File: config.mk
export PLATFORM = sky130hd
export DESIGN_NAME = srfc_check_flat
export DESIGN_NICKNAME = d
export VERILOG_FILES = /design/src/logic/srfc_pkg.sv /design/src/logic/srfc_chk_if.sv /design/src/logic/srfc_check.sv /design/src/flat_wrapper.sv
export SDC_FILE = /design/constraint.sdc
export NUM_CORES = 1
export LEC_CHECK = 0
export BUFFER_PORTS_ARGS = -buffer_cell sky130_fd_sc_hd__buf_2
export CORE_MARGIN = 3
export CORE_UTILIZATION = 45
export DETAILED_ROUTE_END_ITERATION = 6
export PLACE_DENSITY = 0.68
export SYNTH_ARGS = -nofsm -noshare
export SYNTH_HDL_FRONTEND = slang
export SYNTH_SLANG_ARGS = --single-unit
File: constraint.sdc
create_clock -name clk_i -period 3.8 [get_ports clk_i]
set_input_delay 0.38 -clock clk_i [delete_from_list [all_inputs] [get_ports clk_i]]
set_output_delay 0.38 -clock clk_i [all_outputs]
set_load 0.05 [all_outputs]
File: src/logic/srfc_pkg.sv
/*
 * constants, types and helper functions of the serial register frame checker.
 * assumes a 100 MHz system clock.
 */
`default_nettype none

package srfc_pkg;

	// ****************************************
	// timing
	// ****************************************
	localparam int CLK_PERIOD_NS = 10;
	localparam int GAP_TIME_MS   = 10;
	localparam int GAP_CYCLES    = GAP_TIME_MS * 1000000 / CLK_PERIOD_NS;
	localparam int GAP_W         = 21;

	// ****************************************
	// sizes and frame layout
	// ****************************************
	localparam int MAX_WORDS = 20;
	localparam int BUF_DEPTH = 64;
	localparam int IDX_W     = 6;

	localparam logic [IDX_W-1:0] OFS_ADDR    = 6'h00;
	localparam logic [IDX_W-1:0] OFS_FUNC    = 6'h01;
	localparam logic [IDX_W-1:0] OFS_REG     = 6'h02;
	localparam logic [IDX_W-1:0] OFS_CNT     = 6'h04;
	localparam logic [IDX_W-1:0] OFS_BCNT    = 6'h06;
	localparam logic [IDX_W-1:0] OFS_WR1_DAT = 6'h04;
	localparam logic [IDX_W-1:0] OFS_WRN_DAT = 6'h07;
	localparam logic [IDX_W-1:0] OFS_RD_DAT  = 6'h03;
	localparam logic [IDX_W-1:0] ECHO_LEN    = 6'h06;

	// ****************************************
	// codes and characters
	// ****************************************
	localparam logic [7:0]  FN_READ     = 8'h03;
	localparam logic [7:0]  FN_WR_ONE   = 8'h06;
	localparam logic [7:0]  FN_WR_MULTI = 8'h10;
	localparam logic [7:0]  ADDR_BCAST  = 8'h00;
	localparam logic [7:0]  CH_COLON    = 8'h3a;
	localparam logic [7:0]  CH_CR       = 8'h0d;
	localparam logic [7:0]  CH_LF       = 8'h0a;
	localparam logic [15:0] CRC_PRESET  = 16'hffff;
	localparam logic [15:0] CRC_POLY    = 16'ha001;

	typedef enum logic [2:0] {ST_IDLE, ST_CHECK, ST_WRITE, ST_READ, ST_TX} srfc_state_t;
	typedef enum logic [2:0] {PH_SOF, PH_DATA, PH_CK0, PH_CK1, PH_CR, PH_LF, PH_DONE} srfc_phase_t;

	// ****************************************
	// hex character helpers
	// ****************************************
	function automatic logic [4:0] srfc_hex_dec(input logic [7:0] c);
		if (c >= 8'h30 && c <= 8'h39) begin
			return {1'b1, c[3:0]};
		end
		if (c >= 8'h41 && c <= 8'h46) begin
			return {1'b1, 4'(c[3:0] + 4'h9)};
		end
		return 5'h00;
	endfunction

	function automatic logic [7:0] srfc_hex_enc(input logic [3:0] n);
		return (n < 4'ha) ? 8'({4'h0, n} + 8'h30) : 8'({4'h0, n} + 8'h37);
	endfunction

endpackage

`default_nettype wire

File: src/logic/srfc_chk_if.sv
/*
 * carrier between the frame sequencer and the check engine.
 * assumes both ends share one clock.
 */
`timescale 1ns/10ps
`default_nettype none

interface srfc_chk_if;
	logic        clear;
	logic        valid;
	logic [7:0]  data;
	logic [15:0] crc;
	logic [7:0]  sum;
	modport eng  (input clear, input valid, input data, output crc, output sum);
	modport user (output clear, output valid, output data, input crc, input sum);
endinterface

`default_nettype wire

File: src/logic/srfc_check.sv
/*
 * running crc-16 and modulo-256 byte sum over a byte stream.
 * assumes clear and valid come from logic on the same clock.
 */
`timescale 1ns/10ps
`default_nettype none

module srfc_check
	import srfc_pkg::*;
(
	input wire logic   clk_i,
	input wire logic   reset_i,
	srfc_chk_if.eng    chk
);

	// ****************************************
	// byte fold
	// ****************************************
	function automatic logic [15:0] srfc_crc_fold(input logic [15:0] c, input logic [7:0] b);
		logic [15:0] r;
		r = c ^ {8'h00, b};
		for (int i = 0; i < 8; i++) begin
			r = r[0] ? ((r >> 1) ^ CRC_POLY) : (r >> 1);
		end
		return r;
	endfunction

	always_ff @(posedge clk_i or posedge reset_i) begin
		if (reset_i) begin
			chk.crc <= CRC_PRESET;
		end else if (chk.valid) begin
			chk.crc <= srfc_crc_fold(chk.clear ? CRC_PRESET : chk.crc, chk.data);
		end else if (chk.clear) begin
			chk.crc <= CRC_PRESET;
		end
	end

	always_ff @(posedge clk_i or posedge reset_i) begin
		if (reset_i) begin
			chk.sum <= 8'h00;
		end else if (chk.valid) begin
			chk.sum <= 8'((chk.clear ? 8'h00 : chk.sum) + chk.data);
		end else if (chk.clear) begin
			chk.sum <= 8'h00;
		end
	end
endmodule

`default_nettype wire

File: src/flat_wrapper.sv
// flat-port wrapper written by rule: the top's interface ports become plain ports
module srfc_check_flat import srfc_pkg::*;
  (clk_i, reset_i, chk_clear, chk_valid, chk_data, chk_crc, chk_sum);
  srfc_chk_if chk_i ();
  input wire logic clk_i;
  input wire logic reset_i;
  input wire logic [$bits(chk_i.clear)-1:0] chk_clear;
  input wire logic [$bits(chk_i.valid)-1:0] chk_valid;
  input wire logic [$bits(chk_i.data)-1:0] chk_data;
  output wire logic [$bits(chk_i.crc)-1:0] chk_crc;
  output wire logic [$bits(chk_i.sum)-1:0] chk_sum;
  assign chk_i.clear = chk_clear;
  assign chk_i.valid = chk_valid;
  assign chk_i.data = chk_data;
  assign chk_crc = chk_i.crc;
  assign chk_sum = chk_i.sum;
  srfc_check u_core (.clk_i(clk_i), .reset_i(reset_i), .chk(chk_i));
endmodule
==> results of run 1 <==
==> placed cells by master, fill, tap and decap left out, types with 8 or more instances in the layout <==
| cell type | instances |
|---|---|
| inv_1 | 9 |
| nand2_1 | 13 |
| buf_2 | 35 |
| dfrtp_1 | 8 |
| dfstp_2 | 16 |
| xnor2_1 | 13 |
| a21oi_1 | 11 |
| mux2i_1 | 8 |
| nor2_1 | 14 |
| xor2_1 | 8 |
| nor3_1 | 9 |
==> routing by layer <==
layer | vias up | part of all wire [%] | GRT usage [%]
li1 | 631 | - | -
met1 | 592 | 45 | 21.8
met2 | 24 | 50 | 28.2
met3 | 4 | 3.5 | 2.87
met4 | 0 | 0.81 | 4.06
met5 | - | 0 | 0
==> sequential cells by signal (all words and copies together) (netlist names) <==
register and cells:
u_core.chk.crc 16, u_core.chk.sum 8
==> worst max-delay path: stages <==
cell     delay, ns
buf_2         0.40
inv_1         0.30
nand2_1       0.20
inv_1         0.06
ha_1          0.26
a21o_1        0.17
a21oi_1       0.27
o21ai_0       0.12
a31oi_1       0.21
mux2i_1       0.24
xnor2_1       0.14
==> power by group <==
group          switching, mW  internal (mW)  leakage (nW)
Clock                 0.0802         0.0749        0.0228
Combinational          0.373          0.188         0.555
Sequential            0.0476          0.340         0.269
==> logic make-up (layout without fill, tap and decap cells) <==
kind of cell,after synthesis,count (layout)
adders and majority gates,8,8
xor gates and xnor gates,25,25
DFF,24,24
and+or+nand+nor,49,49
buffers and inverters,18,49
AOI/OAI and AO/OA,33,33
muxes,12,12
==> worst max path at each step <==
stage	to	slack [ns]	cells after the start
after CTS	u_core.chk.sum[7]	1.24	11
after floorplan	u_core.chk.sum[7]	1.45	12
after global routing	u_core.chk.sum[5]	0.95	11
after global placement	u_core.chk.sum[7]	1.05	11
final	u_core.chk.sum[7]	1.23	11
after detailed placement	u_core.chk.sum[7]	0.97	11
==> final cells by class <==
class,count,share of cell area [%]
tap,46,3.07
clock buffer,4,2.41
multi-input combinational,127,50.0
sequential,24,33.2
inverter,10,2.01
timing repair buffer,35,9.36
==> through the flow <==
| step | instances | util, % | hold slack, ns | power, mW |
|---|---|---|---|---|
| CTS | 246 | 54.4 | 0.329 | 1.11 |
| global route | 246 | 54.4 | 0.366 | 1.18 |
| finish | 246 | 54.4 | 0.296 | 1.10 |
| floorplan | 169 | - | 0.383 | 0.844 |
| detailed placement | 242 | 53.1 | 0.552 | 0.957 |
| global placement | 242 | 53.1 | 0.554 | 0.948 |
==> results.md, run 1 <==
Global route:
- The wire length of the first global-routing pass is 5660 um.
- The pin count of the biggest net entering global routing is 37.
- The overall fraction of global-route tracks in use is 16.6%.
- The total overflow left after global routing is 0.
- The via count of the first global-routing pass is 1230.
- The number of antenna violations at the first check in global routing was 0.

Finish:
- The count of antenna diodes in the layout is 0.
- The layout-stage area growth over the synthesis result is 13.3%.
- The layout has 314 filler cells.
- The layout net count is 221.
- The final design instance area without fill is 0.00187 sq mm.
- Summing all multi-input logic gate instances after layout gives 936 sq um.
- The post-route netlist has 31.5% of its cells at a drive strength greater than 1.
- The register cell area after layout is 621 sq um.

Synth:
- By instance count, the leading cell after synthesis is dfstp_2.
- Of the total synthesized cell area, the portion taken by full adders, half adders and majority gates is 6.52%.
- The cell count after synthesis is 169.
- The number of enable flip-flop cells after synthesis is 0.
- The post-synthesis net count is 189.
- The largest total area in the synthesized netlist belongs to dfstp_2.
- The synthesized flop and latch total is 24.
- The synthesized area per cell is 9.77 sq um.
- The number of different library cells used by synthesis comes to 37.
- The synthesized netlist devotes 12.6% of its cell area to compound gates.
- After Yosys synthesis, and, or, nand and nor cells account for 14.1% of the synthesized area.
- The post-synthesis mux area share is 7.58%.
- Sorting the synthesized cells by area gives the leading types as dfstp_2, dfrtp_1, xnor2_1.
- By count the netlist is led by dfstp_2, nor2_1, nand2_1, xnor2_1, a21oi_1.
- Counting flops with an async set or reset pin after synthesis yields a share of 100%.
- In this run the cell area of the synthesized design comes to 0.00165 sq mm.
- The synthesized design devotes to its leading area cell type 25.5% of total area.
- The synthesized-area fraction occupied by xor and xnor cells is 15.9%.
- The number of warnings printed during yosys synthesis is 0.
- The top flip-flop cell by instance count after synthesis is dfstp_2.
- The share of synthesized area occupied by flip-flops and latches is 37.6%.
- By area, the combinational part of the netlist is dominated by XOR/XNOR gates.

Detailed routing:
- For this block, the routed nets add up to 3320 um of wire.
- After detailed routing, the number of vias per cell comes to 5.09.
- The total DRC errors in the routed layout is 0.
- Once detail routing completed, the nets flagged for antenna violations numbered 0.
- The total via count in the routed design is 1251.
- In this run, the number of DRC markers left after iteration 0 of detailed routing was 52.
- The average routed wire per standard cell is 13.5 um.
- For this run, the detailed router's first-pass iteration total came to 4.

Timing:
- At the pin with the least slew margin, the transition time is 0.899 ns.
- The slack of the critical path is 1.23 ns.
- The top achievable clock speed is 390 MHz.
- The final-report hold violation count was 0.
- The time the final worst path needs with I/O delays and setup is 2.57 ns.
- Setup violations remaining at the end of the flow were counted as 0.
- The max-slew violation count is 0.
- Setup repair after global routing left no endpoint under its margin.
- The setup TNS after final layout is 0 ns.
- The ratio of final minimum period to clock period is 67.5%.
- Headroom to the max-slew limit came out at 40.0%.
- The post-route clock skew is 0.00285 ns.

Floorplanning:
- The placeable core area is 0.00344 sq mm.
- The initial utilization of the core area, before any placement, comes to 48.0%.
- The floorplan die area is 0.00443 sq mm.
- The floorplan step set the die width to 66.6 um.
- After floorplanning, the core was divided into 21 placement rows.
- In this run the vertical extent of the chip is 66.6 um.
- The count of pins on the block boundary is 36.

Clock tree:
- The post-CTS repair timing setup buffer count is 0.
- CTS built an H-tree with a depth of 1.
- For this design, the CTS-stage hold fixing added 0 buffers.
- The clock tree root driver cell is clkbuf_8.
- At the later pin of the worst-skew pair, clock insertion delay measures 0.26 ns.
- The TritonCTS buffer count is 3.
- The CTS clock-pin slew for the worst setup and hold paths is 0.08 ns.
- In this run, post-CTS repair resized a total of 0 instances.
- The clock passes through at most 2 buffers.
- The clock sink count is 24.
- TritonCTS built the clock tree.

Worst setup path:
- The startpoint identified for the worst register-to-register timing path is u_core.chk.sum[0].
- The destination of the worst register-to-register timing path is u_core.chk.sum[6].
- For the worst flop-to-flop path, the logic depth is 10.
- The critical path is of the in -> reg type.
- The most critical setup path has its startpoint at chk_clear.
- Of all nets on the critical path, the largest fanout is 27.
- The element type at the critical path start is an input pin.
- The endpoint type of the worst setup path is a register.
- Data arrives at the worst endpoint at 2.76 ns.
- Setup slack on the worst reg-to-reg path comes out at 1.57 ns.
- At the worst endpoint, the required time is 3.99 ns.

Placed design:
- Detailed placement ended at an HPWL of 2530 um.
- The final weighted congestion in routability-driven placement is 0.862.
- The cell area after placement is 0.00183 sq mm.
- Input and output buffers added on the ports amount to 35.
- Before CTS, the worst setup slack after placement is 0.972 ns.

Power:
- For this design the static power due to leakage is 0.846 nW.
- Dividing total power by cell area gives a power density of 589 mW/mm^2.
- Across the VDD grid, the largest voltage drop is 0.223 mV.

Outcome:
- The flow ran to the end, and the final reports show no timing, DRC or antenna violations.

Worst hold path:
- The type of the tightest min-delay check is in -> async.

Run:
- The reported max-cap violation count is 0.
No activity file was read; power rests on OpenSTA's default activity.
==> run 2: changes to the inputs <==
--- a/config.mk
+++ b/config.mk
@@ -9,7 +9,7 @@
 export CORE_MARGIN = 3
 export CORE_UTILIZATION = 45
 export DETAILED_ROUTE_END_ITERATION = 6
-export PLACE_DENSITY = 0.68
+export PLACE_DENSITY = 0.71
 export SYNTH_ARGS = -nofsm -noshare
 export SYNTH_HDL_FRONTEND = slang
 export SYNTH_SLANG_ARGS = --single-unit
==> constraint.sdc (replaced) <==
create_clock -name clk_i -period 2.2 [get_ports clk_i]
set_input_delay 0.22 -clock clk_i [delete_from_list [all_inputs] [get_ports clk_i]]
set_output_delay 0.22 -clock clk_i [all_outputs]
set_load 0.05 [all_outputs]
==> results.md, run 2 (same netlist as run 1, synthesis figures left out) <==
Finish:
- The count of antenna diodes in the layout is 0.
- The fill cell instance count of the final layout is 331.
- The largest registers in the layout are u_core.chk.crc (16), u_core.chk.sum (8).
- The number of flip-flops under the largest register name is 16.
- At the end of the flow the core is filled with cells to 56.7%.
- The proportion of layout cells with a drive suffix above 1 is 35.0%.
- The library cell used most frequently in the layout, excluding fill and tap cells, is buf_2.
- The layout net count is 227.
- Across the whole layout, storage elements account for 622 sq um.
- The final instance count without filler cells is 252.
- The multi-input combinational cells in the finished layout cover a total of 941 sq um.
- The layout-stage area growth over the synthesis result is 18.2%.
- The largest register by flop count is u_core.chk.crc.
- In the layout the commonest cells are buf_2, dfstp_2, nor2_1.

Clock tree:
- The clock tree root driver cell is clkbuf_8.
- Counting every sink on the clock net gives 24.
- The maximum number of buffers from clock root to sink is 2.
- The TritonCTS buffer count is 3.
- In this run the number of H-tree levels came out at 1.
- Clock-pin slew was measured on the worst setup and hold paths at 0.09 ns.
- The clock tree from TritonCTS is done.
- The later pin in the worst-skew pair is clocked with a latency of 0.27 ns.

Global route:
- The number of antenna violations at the first check in global routing was 0.
- The total overflow left after global routing is 0.
- The first global-routing pass estimated 5910 um of wire.
- The pin count of the biggest net entering global routing is 36.
- Global routing consumed, over all layers together, 17.4% of the routing resources.
- The via count of the first global-routing pass came to 1320.

Timing:
- The worst max-slew margin expressed relative to the limit is 69.6%.
- The max-slew violation count is 0.
- The top achievable clock speed is 484 MHz.
- The actual transition at the worst max-transition pin is 0.453 ns.
- The count of final setup violators is 0.
- Counting I/O delays and the setup requirement, the final critical path takes 2.07 ns.
- On the final layout, the worst clock skew is 0.00252 ns.
- The final-report hold violation count is 0.
- In the finished design, the share of the clock period the worst path needs comes to 93.9%.
- Across all setup checks in the final design, the least slack found is 0.134 ns.

Placed design:
- Prior to clock tree synthesis, the placed netlist has a worst setup slack of 0.0307 ns.
- At the end of routability-driven placement, the weighted congestion stood at 0.842.
- The detailed-placement wirelength estimate is 2660 um.
- The port buffer count is 35.
- In this run, placement finished with an instance count of 247.

Power:
- Across the VDD grid, the largest voltage drop is 0.402 mV.
- The standby leakage power is 0.888 nW.
- In this run the power density over the cells is 1050 mW/mm^2.

Worst setup path:
- The data required time at the worst endpoint is 2.40 ns.
- The worst-path maximum fanout is 3.
- The critical path is of the reg -> reg type.
- The endpoint type of the worst setup path is a register.
- The worst setup path is launched from a register.
- The arrival time of data at the critical path endpoint is 2.27 ns.

Run:
- The reported max-cap violation count is 0.

Floorplanning:
- The floorplan die area is 0.00443 sq mm.
- The x dimension of the die is 66.6 um.
- In this run the standard cell core region covers 0.00344 sq mm.
- The number of core rows is 21.
- For this design the top-level I/O count stands at 36.
- The initial cell density of the core is 48.0%.
- Measured along the y axis, the die boundary spans 66.6 um.

Detailed routing:
- The pre-antenna-repair detailed-routing pass consisted of 4 iterations.
- The total routed wirelength is 3500 um.
- The post-detailed-route count of antenna-violating nets is 0.
- The detailed router placed 1302 vias in this run.
- The total DRC errors in the routed layout is 0.
- After the first detailed-routing iteration, the DRC count stood at 61.
- After detailed routing, the average wire length per cell comes to 13.9 um.
- In the routed layout, each cell is associated on average with a via count of 5.17.

Worst hold path:
- The type of the tightest min-delay check is in -> reg.

Outcome:
- The run finished with clean final reports.
-- run 2: critical path, cell delays in order (launching register included) --
cell,delay (ns)
dfrtp_1,0.39
nand2_1,0.13
inv_1,0.06
ha_1,0.27
a21o_1,0.17
a21oi_1,0.25
o21ai_0,0.15
a31oi_1,0.22
mux2i_1,0.24
xnor2_1,0.13
-- run 2: path summary, 6_finish.rpt --
path                            slack, ns                 to               from  cells after the start
worst max-delay path                 0.13  u_core.chk.sum[7]  u_core.chk.sum[1]                      9
worst min-delay path                 0.22  u_core.chk.crc[6]        chk_data[0]                      3
worst max register to register       0.13  u_core.chk.sum[7]  u_core.chk.sum[1]                      9
worst min register to register       0.56  u_core.chk.sum[7]  u_core.chk.sum[7]                      2
max in group asynchronous            1.17  u_core.chk.crc[8]            reset_i                      4
min in group asynchronous            0.43  u_core.chk.sum[2]            reset_i                      3
-- run 2: area by class of cell --
type | instances | share of cell area, %
tap | 46 | 2.95
multi-input combinational | 127 | 48.2
timing repair buffer | 41 | 11.4
clock buffer | 3 | 2.12
sequential | 24 | 31.9
clock inverter | 1 | 1.54
inverter | 10 | 1.92
-- run 2: power breakdown --
part	internal, mW	leakage (nW)	switching (mW)
combinational	0.333	0.584	0.642
sequential	0.587	0.267	0.0848
clock	0.243	0.0357	0.153
total	1.16	0.888	0.880
-- run 2: what timing repair did --
action | 4_1_cts | 5_1_grt
endpoints found under the setup margin | 0 | 1
resized for setup | 0 | 5
hold buffers | 1 | 0
buffers inserted | 0 | 0
endpoints found under the hold margin | 3 | 0
-- run 2: metrics by stage --
step | hold slack [ns] | setup TNS (ns) | total power [mW] | cell area [sq um]
floorplan | 0.223 | 0 | 1.46 | 1650
global placement | 0.178 | 0 | 1.64 | 1870
detailed placement | 0.181 | 0 | 1.65 | 1870
CTS | 0.225 | 0 | 2.05 | 1950
global route | 0.239 | -0.00467 | 2.15 | 1950
finish | 0.223 | 0 | 2.04 | 1950
-- run 2: per-layer routing --
layer / part of all wire, % / GRT usage, %
met5: 0 / 0
met2: 48 / 30.0
met1: 47 / 22.6
met3: 4.1 / 3.04
met4: 0.71 / 4.06
==> run 3: changes to the inputs <==
--- a/config.mk
+++ b/config.mk
@@ -6,10 +6,11 @@
 export NUM_CORES = 1
 export LEC_CHECK = 0
 export BUFFER_PORTS_ARGS = -buffer_cell sky130_fd_sc_hd__buf_2
+export CORE_ASPECT_RATIO = 1.2
 export CORE_MARGIN = 3
 export CORE_UTILIZATION = 45
 export DETAILED_ROUTE_END_ITERATION = 6
-export PLACE_DENSITY = 0.71
+export PLACE_DENSITY = 0.68
 export SYNTH_ARGS = -nofsm -noshare
 export SYNTH_HDL_FRONTEND = slang
 export SYNTH_SLANG_ARGS = --single-unit
==> constraint.sdc (replaced) <==
create_clock -name clk_i -period 2.4 [get_ports clk_i]
set_input_delay 0.24 -clock clk_i [delete_from_list [all_inputs] [get_ports clk_i]]
set_output_delay 0.24 -clock clk_i [all_outputs]
set_load 0.05 [all_outputs]
==> results.md, run 3 (same netlist as run 1, synthesis figures left out) <==
Floorplanning:
- For this configuration, the core starts out at a cell density of 48.2%.
- The floorplan die area is 0.00444 sq mm.
- The number of core rows is 23.
- From bottom edge to top edge, the die measures 72.4 um.
- The x dimension of the die is 61.3 um.
- During I/O placement, the number of pins put on the boundary was 36.
- In this run the standard cell core region covers 0.00342 sq mm.

Global route:
- The total congestion overflow is 0.
- The pin count of the biggest net entering global routing is 36.
- The via count of the first global-routing pass is 1299.
- The first global-routing pass estimated 5970 um of wire.
- The overall fraction of global-route tracks in use is 17.9%.
- The number of antenna violations at the first check in global routing is 0.

Timing:
- Setup repair after global routing left no endpoint under its margin.
- The max-slew violation count is 0.
- The actual transition at the worst max-transition pin is 0.941 ns.
- In the finished design, the share of the clock period the worst path needs comes to 90.0%.
- The worst max-slew margin expressed relative to the limit is 37.2%.
- The routed design could run at a clock period as short as 2.16 ns.
- Setup violations remaining at the end of the flow were counted as 0.
- The final-report hold violation count came to 0.
- The setup TNS after final layout is 0 ns.
- Based on the critical path, the design can be clocked at up to 463 MHz.
- For the final database, setup skew stands at 0.00573 ns.

Power:
- The cell area power density is 935 mW/mm^2.
- The maximum ir drop on the vdd rail is 0.423 mV.
- In this run the static leakage power is 0.861 nW.
- Total power for the finished layout comes to 1.76 mW.

Placed design:
- The port buffer count is 35.
- At the end of routability-driven placement, the weighted congestion stood at 0.931.
- The detailed-placement wirelength estimate is 2750 um.

Worst setup path:
- The worst setup path is launched from a register.
- The endpoint identified for the worst register-to-register timing path is u_core.chk.sum[6].
- The path depth of the worst reg2reg path is 10.
- The category of the critical setup timing path is reg -> reg.
- The worst setup path is captured at a register.
- For the worst setup path, the data required time is 2.57 ns.
- In this run the worst path has a maximum fanout of 2.
- At the worst endpoint, the arrival time is 2.33 ns.
- The worst register-to-register path begins at u_core.chk.sum[0].
- Setup slack on the worst reg-to-reg path comes out at 0.24 ns.

Detailed routing:
- The number of optimization iterations in the first detailed-route pass is 4.
- For this block, the routed nets add up to 3650 um of wire.
- The detail route stage leaves a number of antenna-violating nets equal to 0.
- The average routed wire per standard cell is 15.2 um.
- After detailed routing, the number of vias per cell comes to 5.44.
- The total via count in the routed design is 1305.
- The starting DRC count in detailed routing is 61.
- After detailed routing, the number of remaining DRC violations is 0.

Clock tree:
- The total of cells resized after clock tree synthesis is 0.
- The maximum number of buffers from clock root to sink is 2.
- The TritonCTS buffer count is 3.
- The clock tree from TritonCTS is done.
- The number of buffers inserted by hold repair at cts is 0.
- The number of H-tree branching levels is 1.
- The clock insertion delay at the later pin of the skew report is 0.27 ns.
- The clock sink count is 24.
- The post-CTS repair timing setup buffer count is 0.
- The CTS clock-pin slew for the worst setup and hold paths is 0.09 ns.
- The clock tree root driver cell is clkbuf_8.

Finish:
- Fill cells in the final layout number 312.
- The repair_antennas step left the layout with diodes totalling 0.
- Ranked by flip-flop count, first place goes to u_core.chk.crc.
- The proportion of layout cells with a drive suffix above 1 is 32.5%.
- The multi-input combinational cells in the finished layout cover a total of 936 sq um.
- The register with the most flip-flops in the layout has 16 of them.
- In the layout the commonest cells are buf_2, dfstp_2, nor2_1.
- The layout net count is 224.
- In the final layout, the registers with the most flip-flops are u_core.chk.crc (16), u_core.chk.sum (8).
- The layout-stage area growth over the synthesis result is 14.0%.
- Registers take 621 sq um.
- The most common cell after layout, fill and taps aside is buf_2.

Run:
- Across the run, the number of max-cap violations was 0.

Outcome:
- The run finished with clean final reports.

Worst hold path:
- The type of the tightest min-delay check is in -> async.
[run 3: final cells by class]
cell class	count	share of cell area (%)
inverter	10	1.99
timing repair buffer	38	10.5
tap	37	2.46
multi-input combinational	127	49.7
clock buffer	4	2.39
sequential	24	33.0
[run 3: critical path: stages (launching register included)]
cell	delay [ns]
dfrtp_1	0.34
nor2b_1	0.16
ha_1	0.19
inv_1	0.06
fa_1	0.40
nor2b_1	0.12
o21ai_0	0.12
a21boi_1	0.22
o21ai_0	0.13
nor3b_1	0.15
o31ai_1	0.19
[run 3: worst max-delay path by stage]
stage / end / from / slack [ns] / cells after the start
after global routing: u_core.chk.sum[6] / u_core.chk.sum[0] / 0.003 / 10
final: u_core.chk.sum[6] / u_core.chk.sum[0] / 0.24 / 10
after global placement: u_core.chk.sum[6] / chk_clear / 0.15 / 11
after CTS: u_core.chk.sum[6] / u_core.chk.sum[0] / 0.19 / 10
after floorplan: u_core.chk.sum[6] / u_core.chk.sum[0] / 0.09 / 10
after detailed placement: u_core.chk.sum[6] / chk_clear / 0.13 / 11
[run 3: power breakdown]
group	internal, mW	leakage (nW)	switching (mW)
sequential	0.538	0.269	0.0791
clock	0.119	0.0228	0.130
combinational	0.301	0.570	0.594
[run 3: per-layer routing]
layer	track usage, %	vias up	share of wire [%]
met5	0	-	0
met4	6.02	0	1.1
met3	2.14	4	3.1
met2	30.2	31	51
met1	23.0	631	44
li1	-	639	-
[run 3: through the flow]
| step | setup WS [ns] | cells | hold WS [ns] | area, sq um | util, % |
|---|---|---|---|---|---|
| floorplan | 0.0916 | 169 | 0.243 | 1650 | - |
| global placement | 0.147 | 236 | 0.487 | 1840 | 53.7 |
| detailed placement | 0.128 | 236 | 0.491 | 1840 | 53.7 |
| CTS | 0.187 | 240 | 0.192 | 1880 | 55.0 |
| global route | 0.00336 | 240 | 0.242 | 1880 | 55.0 |
| finish | 0.239 | 240 | 0.176 | 1880 | 55.0 |
